File: src/core/sbr_pkg.sv
// shared constants, codes and state types of the serial boot responder
package sbr_pkg;

	localparam int CW = 20;

	// matching, command and reply codes
	localparam logic [7:0] MATCH1_A    = 8'h86;
	localparam logic [7:0] MATCH1_B    = 8'h30;
	localparam logic [7:0] MATCH2_A    = 8'h79;
	localparam logic [7:0] MATCH2_B    = 8'hCF;
	localparam logic [7:0] CMD_SUM     = 8'h90;
	localparam logic [7:0] CMD_ID      = 8'hC0;
	localparam logic [7:0] ERR_COMM    = 8'hA1;
	localparam logic [7:0] ERR_OVR     = 8'hA3;
	localparam logic [7:0] ERR_CMD     = 8'h63;
	localparam logic [7:0] FLAG_ERASED = 8'hAA;
	localparam logic [7:0] FLAG_DATA   = 8'h55;
	localparam logic [7:0] ERASED_BYTE = 8'hFF;

	// writable flash range covered by the checksum
	localparam logic [15:0] FLASH_FIRST = 16'h8000;
	localparam logic [15:0] FLASH_LAST  = 16'hFFFF;

	// identification record: start mark, count, nineteen payload bytes
	localparam int ID_REC_LEN = 21;
	localparam logic [7:0] ID_REC [ID_REC_LEN] = '{
		8'h3A, 8'h13, 8'h03, 8'hFD, 8'h00, 8'h00, 8'h00,
		8'h80, 8'h01, 8'h00, 8'h80, 8'h00, 8'h00, 8'hFF,
		8'hFF, 8'h00, 8'h00, 8'h60, 8'h00, 8'h08, 8'h3F};

	// byte indices inside each reply
	localparam logic [4:0] IDX_ECHO_LAST = 5'h00;
	localparam logic [4:0] IDX_SUM_LAST  = 5'h02;
	localparam logic [4:0] IDX_ERR_LAST  = 5'h02;
	localparam logic [4:0] IDX_PAY_FIRST = 5'h03;
	localparam logic [4:0] IDX_PAY_LAST  = 5'h15;
	localparam logic [4:0] IDX_ID_LAST   = 5'h16;

	// autobaud ratio bounds of 4*low-run against high-run
	localparam logic [3:0] AB_LO_A = 4'h3;
	localparam logic [3:0] AB_HI_A = 4'h5;
	localparam logic [3:0] AB_LO_B = 4'h9;
	localparam logic [3:0] AB_HI_B = 4'hB;

	// serial frame bit positions
	localparam logic [3:0] BIT_START = 4'h0;
	localparam logic [3:0] BIT_STOP  = 4'h9;

	typedef enum logic [3:0] {
		ST_HUNT   = 4'b0000,
		ST_BLOW   = 4'b0001,
		ST_BHIGH  = 4'b0011,
		ST_BTAIL  = 4'b0010,
		ST_SEND   = 4'b0110,
		ST_MATCH2 = 4'b0111,
		ST_CMD    = 4'b0101,
		ST_SUM    = 4'b0100,
		ST_IDLE   = 4'b1100
	} sbr_state_e;

	typedef enum logic [2:0] {
		K_ECHO1, K_ECHO2, K_SUM, K_ID, K_ERR
	} sbr_kind_e;

	typedef struct packed {
		logic          r_on;
		logic [CW-1:0] r_cnt;
		logic [3:0]    r_bit;
		logic [7:0]    r_sh;
		logic          r_valid;
		logic          r_ferr;
		logic          t_on;
		logic [CW-1:0] t_cnt;
		logic [3:0]    t_bit;
		logic [7:0]    t_sh;
		logic          txd;
	} sbr_uart_s;

endpackage : sbr_pkg

File: src/core/sbr_uart.sv
// byte-wide serial receiver and transmitter at a programmable bit period
module sbr_uart
	import sbr_pkg::*;
(
	// clock and reset
	input  wire logic          clock_i,
	input  wire logic          rst_n_i,
	// bit period in clock cycles
	input  wire logic [CW-1:0] bit_cyc_i,
	// receive side
	input  wire logic          rx_en_i,
	input  wire logic          rxd_i,
	output logic               rx_valid_o,
	output logic [7:0]         rx_data_o,
	output logic               rx_ferr_o,
	// transmit side
	input  wire logic          tx_go_i,
	input  wire logic [7:0]    tx_data_i,
	output logic               tx_ready_o,
	output logic               txd_o
);
	import sbr_pkg::*;

	sbr_uart_s s_q, s_d;

	always_comb begin
		s_d = s_q;
		s_d.r_valid = 1'b0;
		// receiver: sample mid-bit, start bit checked again
		if (!s_q.r_on) begin
			if (rx_en_i && !rxd_i) begin
				s_d.r_on  = 1'b1;
				s_d.r_cnt = bit_cyc_i >> 1;
				s_d.r_bit = BIT_START;
			end
		end else if (s_q.r_cnt != '0) begin
			s_d.r_cnt = s_q.r_cnt - 1'b1;
		end else begin
			s_d.r_cnt = bit_cyc_i - 1'b1;
			s_d.r_bit = s_q.r_bit + 1'b1;
			if (s_q.r_bit == BIT_START) begin
				if (rxd_i)
					s_d.r_on = 1'b0;
			end else if (s_q.r_bit == BIT_STOP) begin
				s_d.r_on    = 1'b0;
				s_d.r_valid = 1'b1;
				s_d.r_ferr  = !rxd_i;
			end else begin
				s_d.r_sh = {rxd_i, s_q.r_sh[7:1]};
			end
		end
		// transmitter: start, eight data bits lsb first, stop
		if (!s_q.t_on) begin
			if (tx_go_i) begin
				s_d.t_on  = 1'b1;
				s_d.t_sh  = tx_data_i;
				s_d.txd   = 1'b0;
				s_d.t_bit = BIT_START;
				s_d.t_cnt = bit_cyc_i - 1'b1;
			end
		end else if (s_q.t_cnt != '0) begin
			s_d.t_cnt = s_q.t_cnt - 1'b1;
		end else if (s_q.t_bit == BIT_STOP) begin
			s_d.t_on = 1'b0;
		end else begin
			s_d.txd   = (s_q.t_bit == BIT_STOP - 1'b1) ? 1'b1 : s_q.t_sh[0];
			s_d.t_sh  = {1'b1, s_q.t_sh[7:1]};
			s_d.t_bit = s_q.t_bit + 1'b1;
			s_d.t_cnt = bit_cyc_i - 1'b1;
		end
	end

	always_ff @(posedge clock_i or negedge rst_n_i) begin
		if (!rst_n_i) begin
			s_q     <= '0;
			s_q.txd <= 1'b1;
		end else begin
			s_q <= s_d;
		end
	end

	assign rx_valid_o = s_q.r_valid;
	assign rx_data_o  = s_q.r_sh;
	assign rx_ferr_o  = s_q.r_ferr;
	assign tx_ready_o = !s_q.t_on;
	assign txd_o      = s_q.txd;

endmodule : sbr_uart

File: src/core/sbr_top.sv
// serial boot responder: autobaud, matching, checksum and id commands
// Operation
// first byte 0x86 or 0x30 sets baud rate; echo it, else stay silent
// second byte 0x79 or 0xCF is echoed, otherwise nothing is sent
// checksum command 0x90 is taken without echo; flag byte follows
// command-phase error sends one error code three times, then idle
// flag is 0xAA when all summed bytes are 0xFF, else 0x55
// checksum goes out high byte then low byte after the flag
// after the last reply byte, wait for the next command byte
// id command 0xC0 is echoed before the record
// record opens with 0x3A and payload count 0x13
// payload: address length 3, then 0xFD and three zero bytes
// then size code 0x80 and block count 0x01
// flash range 0x008000 to 0x00FFFF, most significant byte first
// loader RAM range 0x000060 to 0x00083F, most significant first
// last byte is two's complement of the payload byte sum
// after idle the controller must reset the device to resume
// checksum is the 16-bit sum of all flash range bytes
module sbr_top
	import sbr_pkg::*;
(
	// clock and reset
	input  wire logic        clock_i,
	input  wire logic        rst_n_i,
	// serial link
	input  wire logic        rxd_i,
	output logic             txd_o,
	// flash read port, data one cycle after the strobe
	output logic [15:0]      flash_addr_o,
	output logic             flash_rd_o,
	input  wire logic [7:0]  flash_data_i,
	// status
	output logic             idle_o
);
	import sbr_pkg::*;

	typedef struct packed {
		sbr_state_e    st;
		sbr_kind_e     kind;
		logic [4:0]    idx;
		logic [CW-1:0] cnt_lo;
		logic [CW-1:0] cnt_hi;
		logic [CW-1:0] tail;
		logic [CW-1:0] bit_cyc;
		logic [7:0]    echo_b;
		logic [7:0]    err_b;
		logic          go;
		logic [7:0]    tx_b;
		logic [15:0]   addr;
		logic          rd;
		logic          rv;
		logic          rlast;
		logic [15:0]   sum;
		logic          all_ff;
		logic [7:0]    ck;
		logic          idle;
	} sbr_top_s;

	sbr_top_s s_q, s_d;

	logic       rx_valid;
	logic [7:0] rx_data;
	logic       rx_ferr;
	logic       tx_ready;
	logic       rx_en;

	assign rx_en = (s_q.st == ST_MATCH2) || (s_q.st == ST_CMD);

	sbr_uart u_uart (
		.clock_i    (clock_i),
		.rst_n_i    (rst_n_i),
		.bit_cyc_i  (s_q.bit_cyc),
		.rx_en_i    (rx_en),
		.rxd_i      (rxd_i),
		.rx_valid_o (rx_valid),
		.rx_data_o  (rx_data),
		.rx_ferr_o  (rx_ferr),
		.tx_go_i    (s_q.go),
		.tx_data_i  (s_q.tx_b),
		.tx_ready_o (tx_ready),
		.txd_o      (txd_o)
	);

	////////////////////////////////////////////////////////////////////////
	// reply byte selection

	function automatic logic [7:0] reply_byte(input sbr_top_s s);
		logic [7:0] b;
		b = s.echo_b;
		unique case (s.kind)
			K_ECHO1, K_ECHO2: b = s.echo_b;
			K_SUM: begin
				if (s.idx == IDX_ECHO_LAST)
					b = s.all_ff ? FLAG_ERASED : FLAG_DATA;
				else if (s.idx == IDX_SUM_LAST)
					b = s.sum[7:0];
				else
					b = s.sum[15:8];
			end
			K_ID: begin
				if (s.idx == IDX_ECHO_LAST)
					b = CMD_ID;
				else if (s.idx == IDX_ID_LAST)
					b = 8'(~s.ck + 1'b1);
				else
					b = ID_REC[s.idx - 1'b1];
			end
			K_ERR: b = s.err_b;
		endcase
		return b;
	endfunction : reply_byte

	function automatic logic [4:0] last_idx(input sbr_kind_e k);
		logic [4:0] l;
		l = IDX_ECHO_LAST;
		unique case (k)
			K_ECHO1, K_ECHO2: l = IDX_ECHO_LAST;
			K_SUM:            l = IDX_SUM_LAST;
			K_ID:             l = IDX_ID_LAST;
			K_ERR:            l = IDX_ERR_LAST;
		endcase
		return l;
	endfunction : last_idx

	////////////////////////////////////////////////////////////////////////
	// sequencer

	always_comb begin
		logic [CW+3:0] lo4;
		logic [CW+3:0] hi_w;
		logic [7:0]    b;
		lo4  = (CW+4)'({s_q.cnt_lo, 2'b00});
		hi_w = (CW+4)'(s_q.cnt_hi);
		b    = reply_byte(s_q);
		s_d    = s_q;
		s_d.go = 1'b0;
		s_d.rv = 1'b0;
		unique case (s_q.st)
			ST_HUNT: begin
				if (!rxd_i) begin
					s_d.cnt_lo = CW'(1);
					s_d.st     = ST_BLOW;
				end
			end
			// first low run: start bit plus leading zero bits
			ST_BLOW: begin
				if (rxd_i) begin
					s_d.cnt_hi = CW'(1);
					s_d.st     = ST_BHIGH;
				end else if (~&s_q.cnt_lo) begin
					s_d.cnt_lo = s_q.cnt_lo + 1'b1;
				end
			end
			// first high run is two bit times for both legal bytes
			ST_BHIGH: begin
				if (!rxd_i) begin
					s_d.tail = '0;
					s_d.st   = ST_BTAIL;
				end else if (~&s_q.cnt_hi) begin
					s_d.cnt_hi = s_q.cnt_hi + 1'b1;
				end
			end
			// wait for two idle bit times, then classify the byte
			ST_BTAIL: begin
				s_d.tail = rxd_i ? s_q.tail + 1'b1 : '0;
				if (rxd_i && s_q.tail >= s_q.cnt_hi) begin
					s_d.bit_cyc = s_q.cnt_hi >> 1;
					s_d.kind    = K_ECHO1;
					s_d.idx     = '0;
					s_d.st      = ST_SEND;
					if (lo4 >= hi_w * AB_LO_A && lo4 <= hi_w * AB_HI_A)
						s_d.echo_b = MATCH1_A;
					else if (lo4 >= hi_w * AB_LO_B && lo4 <= hi_w * AB_HI_B)
						s_d.echo_b = MATCH1_B;
					else
						s_d.st = ST_HUNT;
				end
			end
			ST_MATCH2: begin
				if (rx_valid) begin
					s_d.idx    = '0;
					s_d.echo_b = rx_data;
					s_d.kind   = K_ECHO2;
					if (!rx_ferr && (rx_data == MATCH2_A ||
							rx_data == MATCH2_B))
						s_d.st = ST_SEND;
					else
						s_d.st = ST_IDLE;
				end
			end
			ST_CMD: begin
				if (rx_valid) begin
					s_d.idx = '0;
					s_d.ck  = '0;
					if (rx_ferr || !tx_ready) begin
						s_d.err_b = rx_ferr ? ERR_COMM : ERR_OVR;
						s_d.kind  = K_ERR;
						s_d.st    = ST_SEND;
					end else if (rx_data == CMD_SUM) begin
						s_d.st     = ST_SUM;
						s_d.kind   = K_SUM;
						s_d.rd     = 1'b1;
						s_d.addr   = FLASH_FIRST;
						s_d.sum    = '0;
						s_d.all_ff = 1'b1;
					end else if (rx_data == CMD_ID) begin
						s_d.kind = K_ID;
						s_d.st   = ST_SEND;
					end else begin
						s_d.err_b = ERR_CMD;
						s_d.kind  = K_ERR;
						s_d.st    = ST_SEND;
					end
				end
			end
			// pipelined pass over the flash range
			ST_SUM: begin
				if (s_q.rd) begin
					s_d.rv    = 1'b1;
					s_d.rlast = (s_q.addr == FLASH_LAST);
					if (s_q.addr == FLASH_LAST) begin
						s_d.rd   = 1'b0;
					end else begin
						s_d.addr = s_q.addr + 1'b1;
					end
				end
				if (s_q.rv) begin
					s_d.sum = s_q.sum + 16'(flash_data_i);
					if (flash_data_i != ERASED_BYTE)
						s_d.all_ff = 1'b0;
					if (s_q.rlast)
						s_d.st = ST_SEND;
				end
			end
			ST_SEND: begin
				if (tx_ready && !s_q.go) begin
					s_d.go   = 1'b1;
					s_d.tx_b = b;
					if (s_q.kind == K_ID && s_q.idx >= IDX_PAY_FIRST &&
							s_q.idx <= IDX_PAY_LAST)
						s_d.ck = s_q.ck + b;
					if (s_q.idx == last_idx(s_q.kind)) begin
						unique case (s_q.kind)
							K_ECHO1: s_d.st = ST_MATCH2;
							K_ECHO2, K_SUM, K_ID: s_d.st = ST_CMD;
							K_ERR: s_d.st = ST_IDLE;
						endcase
					end else begin
						s_d.idx = s_q.idx + 1'b1;
					end
				end
			end
			// silent until reset
			// flag rises only once any pending reply byte, such as the third error byte, has left the line
			ST_IDLE: begin
				if (tx_ready && !s_q.go)
					s_d.idle = 1'b1;
			end
			default: s_d.st = ST_IDLE;
		endcase
	end

	always_ff @(posedge clock_i or negedge rst_n_i) begin
		if (!rst_n_i) begin
			s_q      <= '0;
			s_q.st   <= ST_HUNT;
			s_q.kind <= K_ECHO1;
		end else begin
			s_q <= s_d;
		end
	end

	assign flash_addr_o = s_q.addr;
	assign flash_rd_o   = s_q.rd;
	assign idle_o       = s_q.idle;

endmodule : sbr_top

File: config.mk
export PLATFORM = sky130hd
export DESIGN_NAME = sbr_top
export DESIGN_NICKNAME = d
export VERILOG_FILES = /design/src/core/sbr_pkg.sv /design/src/core/sbr_uart.sv /design/src/core/sbr_top.sv
export SDC_FILE = /design/constraint.sdc
export NUM_CORES = 1
export LEC_CHECK = 0
export ABC_AREA = 1
export BUFFER_PORTS_ARGS = -buffer_cell sky130_fd_sc_hd__buf_2
export CAP_MARGIN = 20
export CORE_ASPECT_RATIO = 0.75
export CORE_UTILIZATION = 55
export CTS_BUF_LIST = sky130_fd_sc_hd__clkbuf_16
export DETAILED_ROUTE_END_ITERATION = 16
export PLACE_DENSITY_LB_ADDON = 0.1
export SKIP_CTS_REPAIR_TIMING = 1
export SYNTH_ARGS = -nofsm -noshare
export SYNTH_HDL_FRONTEND = slang
export SYNTH_SLANG_ARGS = --single-unit
File: constraint.sdc
create_clock -name clock_i -period 8.2 [get_ports clock_i]
set_input_delay 0.41 -clock clock_i [delete_from_list [all_inputs] [get_ports clock_i]]
set_output_delay 0.41 -clock clock_i [all_outputs]
set_load 0.03 [all_outputs]
==> impl_metrics.py <==
metrics = {
    "status": {
        "status": "finished, final reports clean",
    },
    "critical_path": {
        "cpMostUsedCell": "nand2_1",
        "start_kind": "flip-flop",
        "ff2ff_setup_slack_ns": 2.68,
        "worstSetupStartpoint": "s_q[113]",
        "reg2reg_depth": 31,
        "r2r-end": "s_q[69]",
        "slowest_delay_ns": 0.52,
        "cp.required_ns": 8.63,
        "critPathKind": "reg2reg",
        "cp_data_arrival_time_ns": 5.95,
        "cp_slowest_cell": "dfrtp_1",
        "path_buf_inv": 4,
        "critPathMaxFanout": 10,
        "cp-endpoint": "s_q[69]",
        "r2r_start": "s_q[113]",
        "path_depth": 31,
        "crit_path_end_kind": "flip-flop",
        "crit_family": "simple AND/OR/NAND/NOR gates",
    },
    "drt": {
        "wl_per_cell_um": 18.79,
        "drt_first_pass_iters": 7,
        "vias": 19740,
        "drtIter0Drc": 2283,
        "wl_um": 63000,
        "ant_nets": 0,
        "drc_errors": 0,
        "vias_per_cell": 5.889,
    },
    "grt": {
        "grt_overflow_total": 0,
        "antenna_found_initial": 0,
        "grt_max_degree": 94,
        "track_usage_pct": 33.28,
        "grt_pass1_vias": 17890,
        "grt_pass1_wl_um": 100200,
    },
    "logic_synthesis": {
        "synth_cell_types": 70,
        "yosysSeqAreaShare_pct": 27.40,
        "synthFlopType": "dfrtp_1",
        "synthCells": 2814,
        "syn_area_per_cell_um2": 7.337,
        "ys_ff_latch": 226,
        "synthTopCellsByArea": "dfrtp_1 (27%), ha_1 (15%), nand2_1 (11%), inv_1 (6.4%), o21ai_0 (5.6%)",
        "synthArstFlopShare_pct": 100.0,
        "synth_top_area_cell": "dfrtp_1",
        "synth_top_area_share_pct": 27.27,
        "synth_fp_nets": 3098,
        "ys_warn_count": 0,
        "synth_edf_count": 0,
        "synth.cell_area_um2": 20650,
    },
    "clock_tree": {
        "clock-sinks": 226,
        "cts_buffers": 25,
        "h-tree-depth": 1,
        "cts.path.max_buffers": 3,
        "cts_tree": "done",
        "clkTransAtPathRegs_ns": 0.06,
        "clockRootBuffer": "clkbuf_16",
        "clk_latency_ns": 0.54,
    },
    "sta": {
        "final-setup-viol-count": 0,
        "fin_skew_ns": 0.01111,
        "rsz0062_at_grt": "false",
        "finalSetupTns_ns": 0,
        "slew_headroom_pct": 27.25,
        "hold_violations": 0,
        "fin_crit_sh_pct": 67.27,
        "fmax_mhz": 181.3,
        "hold_ws_ns": 0.1552,
        "worst_pin_slew_ns": 1.083,
        "fin_crit_ns": 5.516,
        "slew_violations": 0,
    },
    "floorplanning": {
        "io_pins": 30,
        "fp-row-count": 61,
        "die_y_um": 169.8,
        "die_x_um": 225.7,
        "die-area_um2": 38330,
        "initial_utilization_pct": 55.78,
        "design.core.area_um2": 37020,
    },
    "finish": {
        "layout_commonest_cell": "nand2_1",
        "fillers": 3500,
        "fin_area_um2": 22070,
        "final_cell_mix": "nand2_1 (586), inv_1 (356), ha_1 (250)",
        "nets": 3114,
        "multi_input_area_um2": 13310,
        "register_area_um2": 5657,
        "antenna_cells": 0,
        "drive_above_1_share_pct": 5.197,
        "area_growth_pct": 6.896,
    },
    "pwr": {
        "p_leak_uw": 0.01099,
        "vdd_drop_max_mv": 0.1444,
        "p_per_area_nw_per_um2": 112.7,
        "finalPower_uw": 2487,
    },
    "place": {
        "dpl_cell_area_um2": 21230,
        "hpwl_um": 49910,
        "port_buffers": 29,
        "gp_congestion": 1.010,
    },
    "run": {
        "cap_viol_max_count": 0,
    },
    "hold_path": {
        "hold_class": "in2reg",
    },
}
## flip-flops by register name (all words and copies together), names as in the netlist
signal and cells:
s_q 139, idle_o 1, u_uart.txd_o 1, flash_rd_o 1, u_uart.rx_valid_o 1, u_uart.rx_data_o 8, u_uart.s_q 58, u_uart.rx_ferr_o 1
flash_addr_o 16
## kinds of logic (layout without fill, tap and decap cells)
| logic type | count (synthesis) | in the layout | share of synthesized area, % |
|---|---|---|---|
| xor+xnor | 145 | 145 | 6.151 |
| flops | 226 | 226 | 27.40 |
| buf+inv | 425 | 459 | 8.163 |
| fa+ha+maj | 273 | 273 | 17.38 |
| compound gates | 596 | 596 | 16.45 |
| simple gates | 1148 | 1148 | 24.40 |
| mux | 1 | 1 | 0.05453 |
## cells in the mapped netlist, types with 6 or more instances
library cell / count
a211oi_1: 6
a21o_1: 7
a21oi_1: 196
a22oi_1: 9
a31oi_1: 24
buf_2: 10
buf_4: 18
clkbuf_1: 24
dfrtp_1: 225
fa_1: 23
ha_1: 250
inv_1: 353
inv_2: 15
nand2_1: 586
nand2_2: 6
nand3_1: 127
nand4_1: 58
nor2_1: 229
nor2_2: 9
nor2_4: 6
nor3_1: 68
nor4_1: 22
o211ai_1: 19
o21ai_0: 231
o21ai_1: 10
o21ai_2: 7
o21bai_1: 6
o221ai_1: 12
o22ai_1: 11
o31ai_1: 23
o32ai_1: 7
xnor2_1: 53
xor2_1: 92
## worst reg2reg max path, delay by kind of cell, from the launching register on
| kind | cells | cell delay [ns] |
|---|---|---|
| AOI/OAI and AO/OA | 4 | 0.89 |
| xor gates and xnor gates | 1 | 0.16 |
| adders and majority gates | 4 | 1.52 |
| buffers and inverters | 4 | 0.26 |
| DFF | 1 | 0.52 |
| and+or+nand+nor | 18 | 2.08 |
## power breakdown
group	total [uW]	internal [uW]	switching, uW
combinational	226	76.5	149
sequential	1120	1120	4.17
clock	1140	648	492
## metal layers
layer / track usage (%) / wire (um) / part of all wire, %
met5: 0 / 0 / 0
met4: 4.141 / 712 / 1.1
met3: 10.04 / 7401 / 12
met2: 42.54 / 23220 / 37
met1: 54.02 / 31670 / 50
## through the flow
step | utilization, % | std cells | setup slack [ns]
after global placement | 57.34 | 3304 | 2.919
final | 59.62 | 3352 | 2.684
after CTS | 59.50 | 3349 | 2.839
after detailed placement | 57.34 | 3304 | 2.893
after floorplan | - | 2814 | 3.802
after global routing | 59.62 | 3352 | 2.158
## cell type report
cell class / instances / area share (%)
multi-input combinational: 2163 / 60.28
sequential: 226 / 25.63
inverter: 371 / 6.321
tap: 504 / 2.857
clock buffer: 25 / 2.834
timing repair buffer: 43 / 1.281
clock inverter: 20 / 0.7936
## how the worst min path moves through the flow
stage	startpoint	endpoint	slack (ns)	cells past startpoint
6_report	rxd_i	u_uart.rx_ferr_o	0.16	2
5_1_grt	rxd_i	u_uart.rx_ferr_o	0.15	2
4_1_cts	rst_n_i	s_q[74]	-0.09	1
3_5_place_dp	s_q[59]	s_q[59]	0.44	2
3_3_place_gp	s_q[59]	s_q[59]	0.44	2
2_1_floorplan	rst_n_i	flash_addr_o[0]	0.11	0
Power figures use the tool's default switching activity.
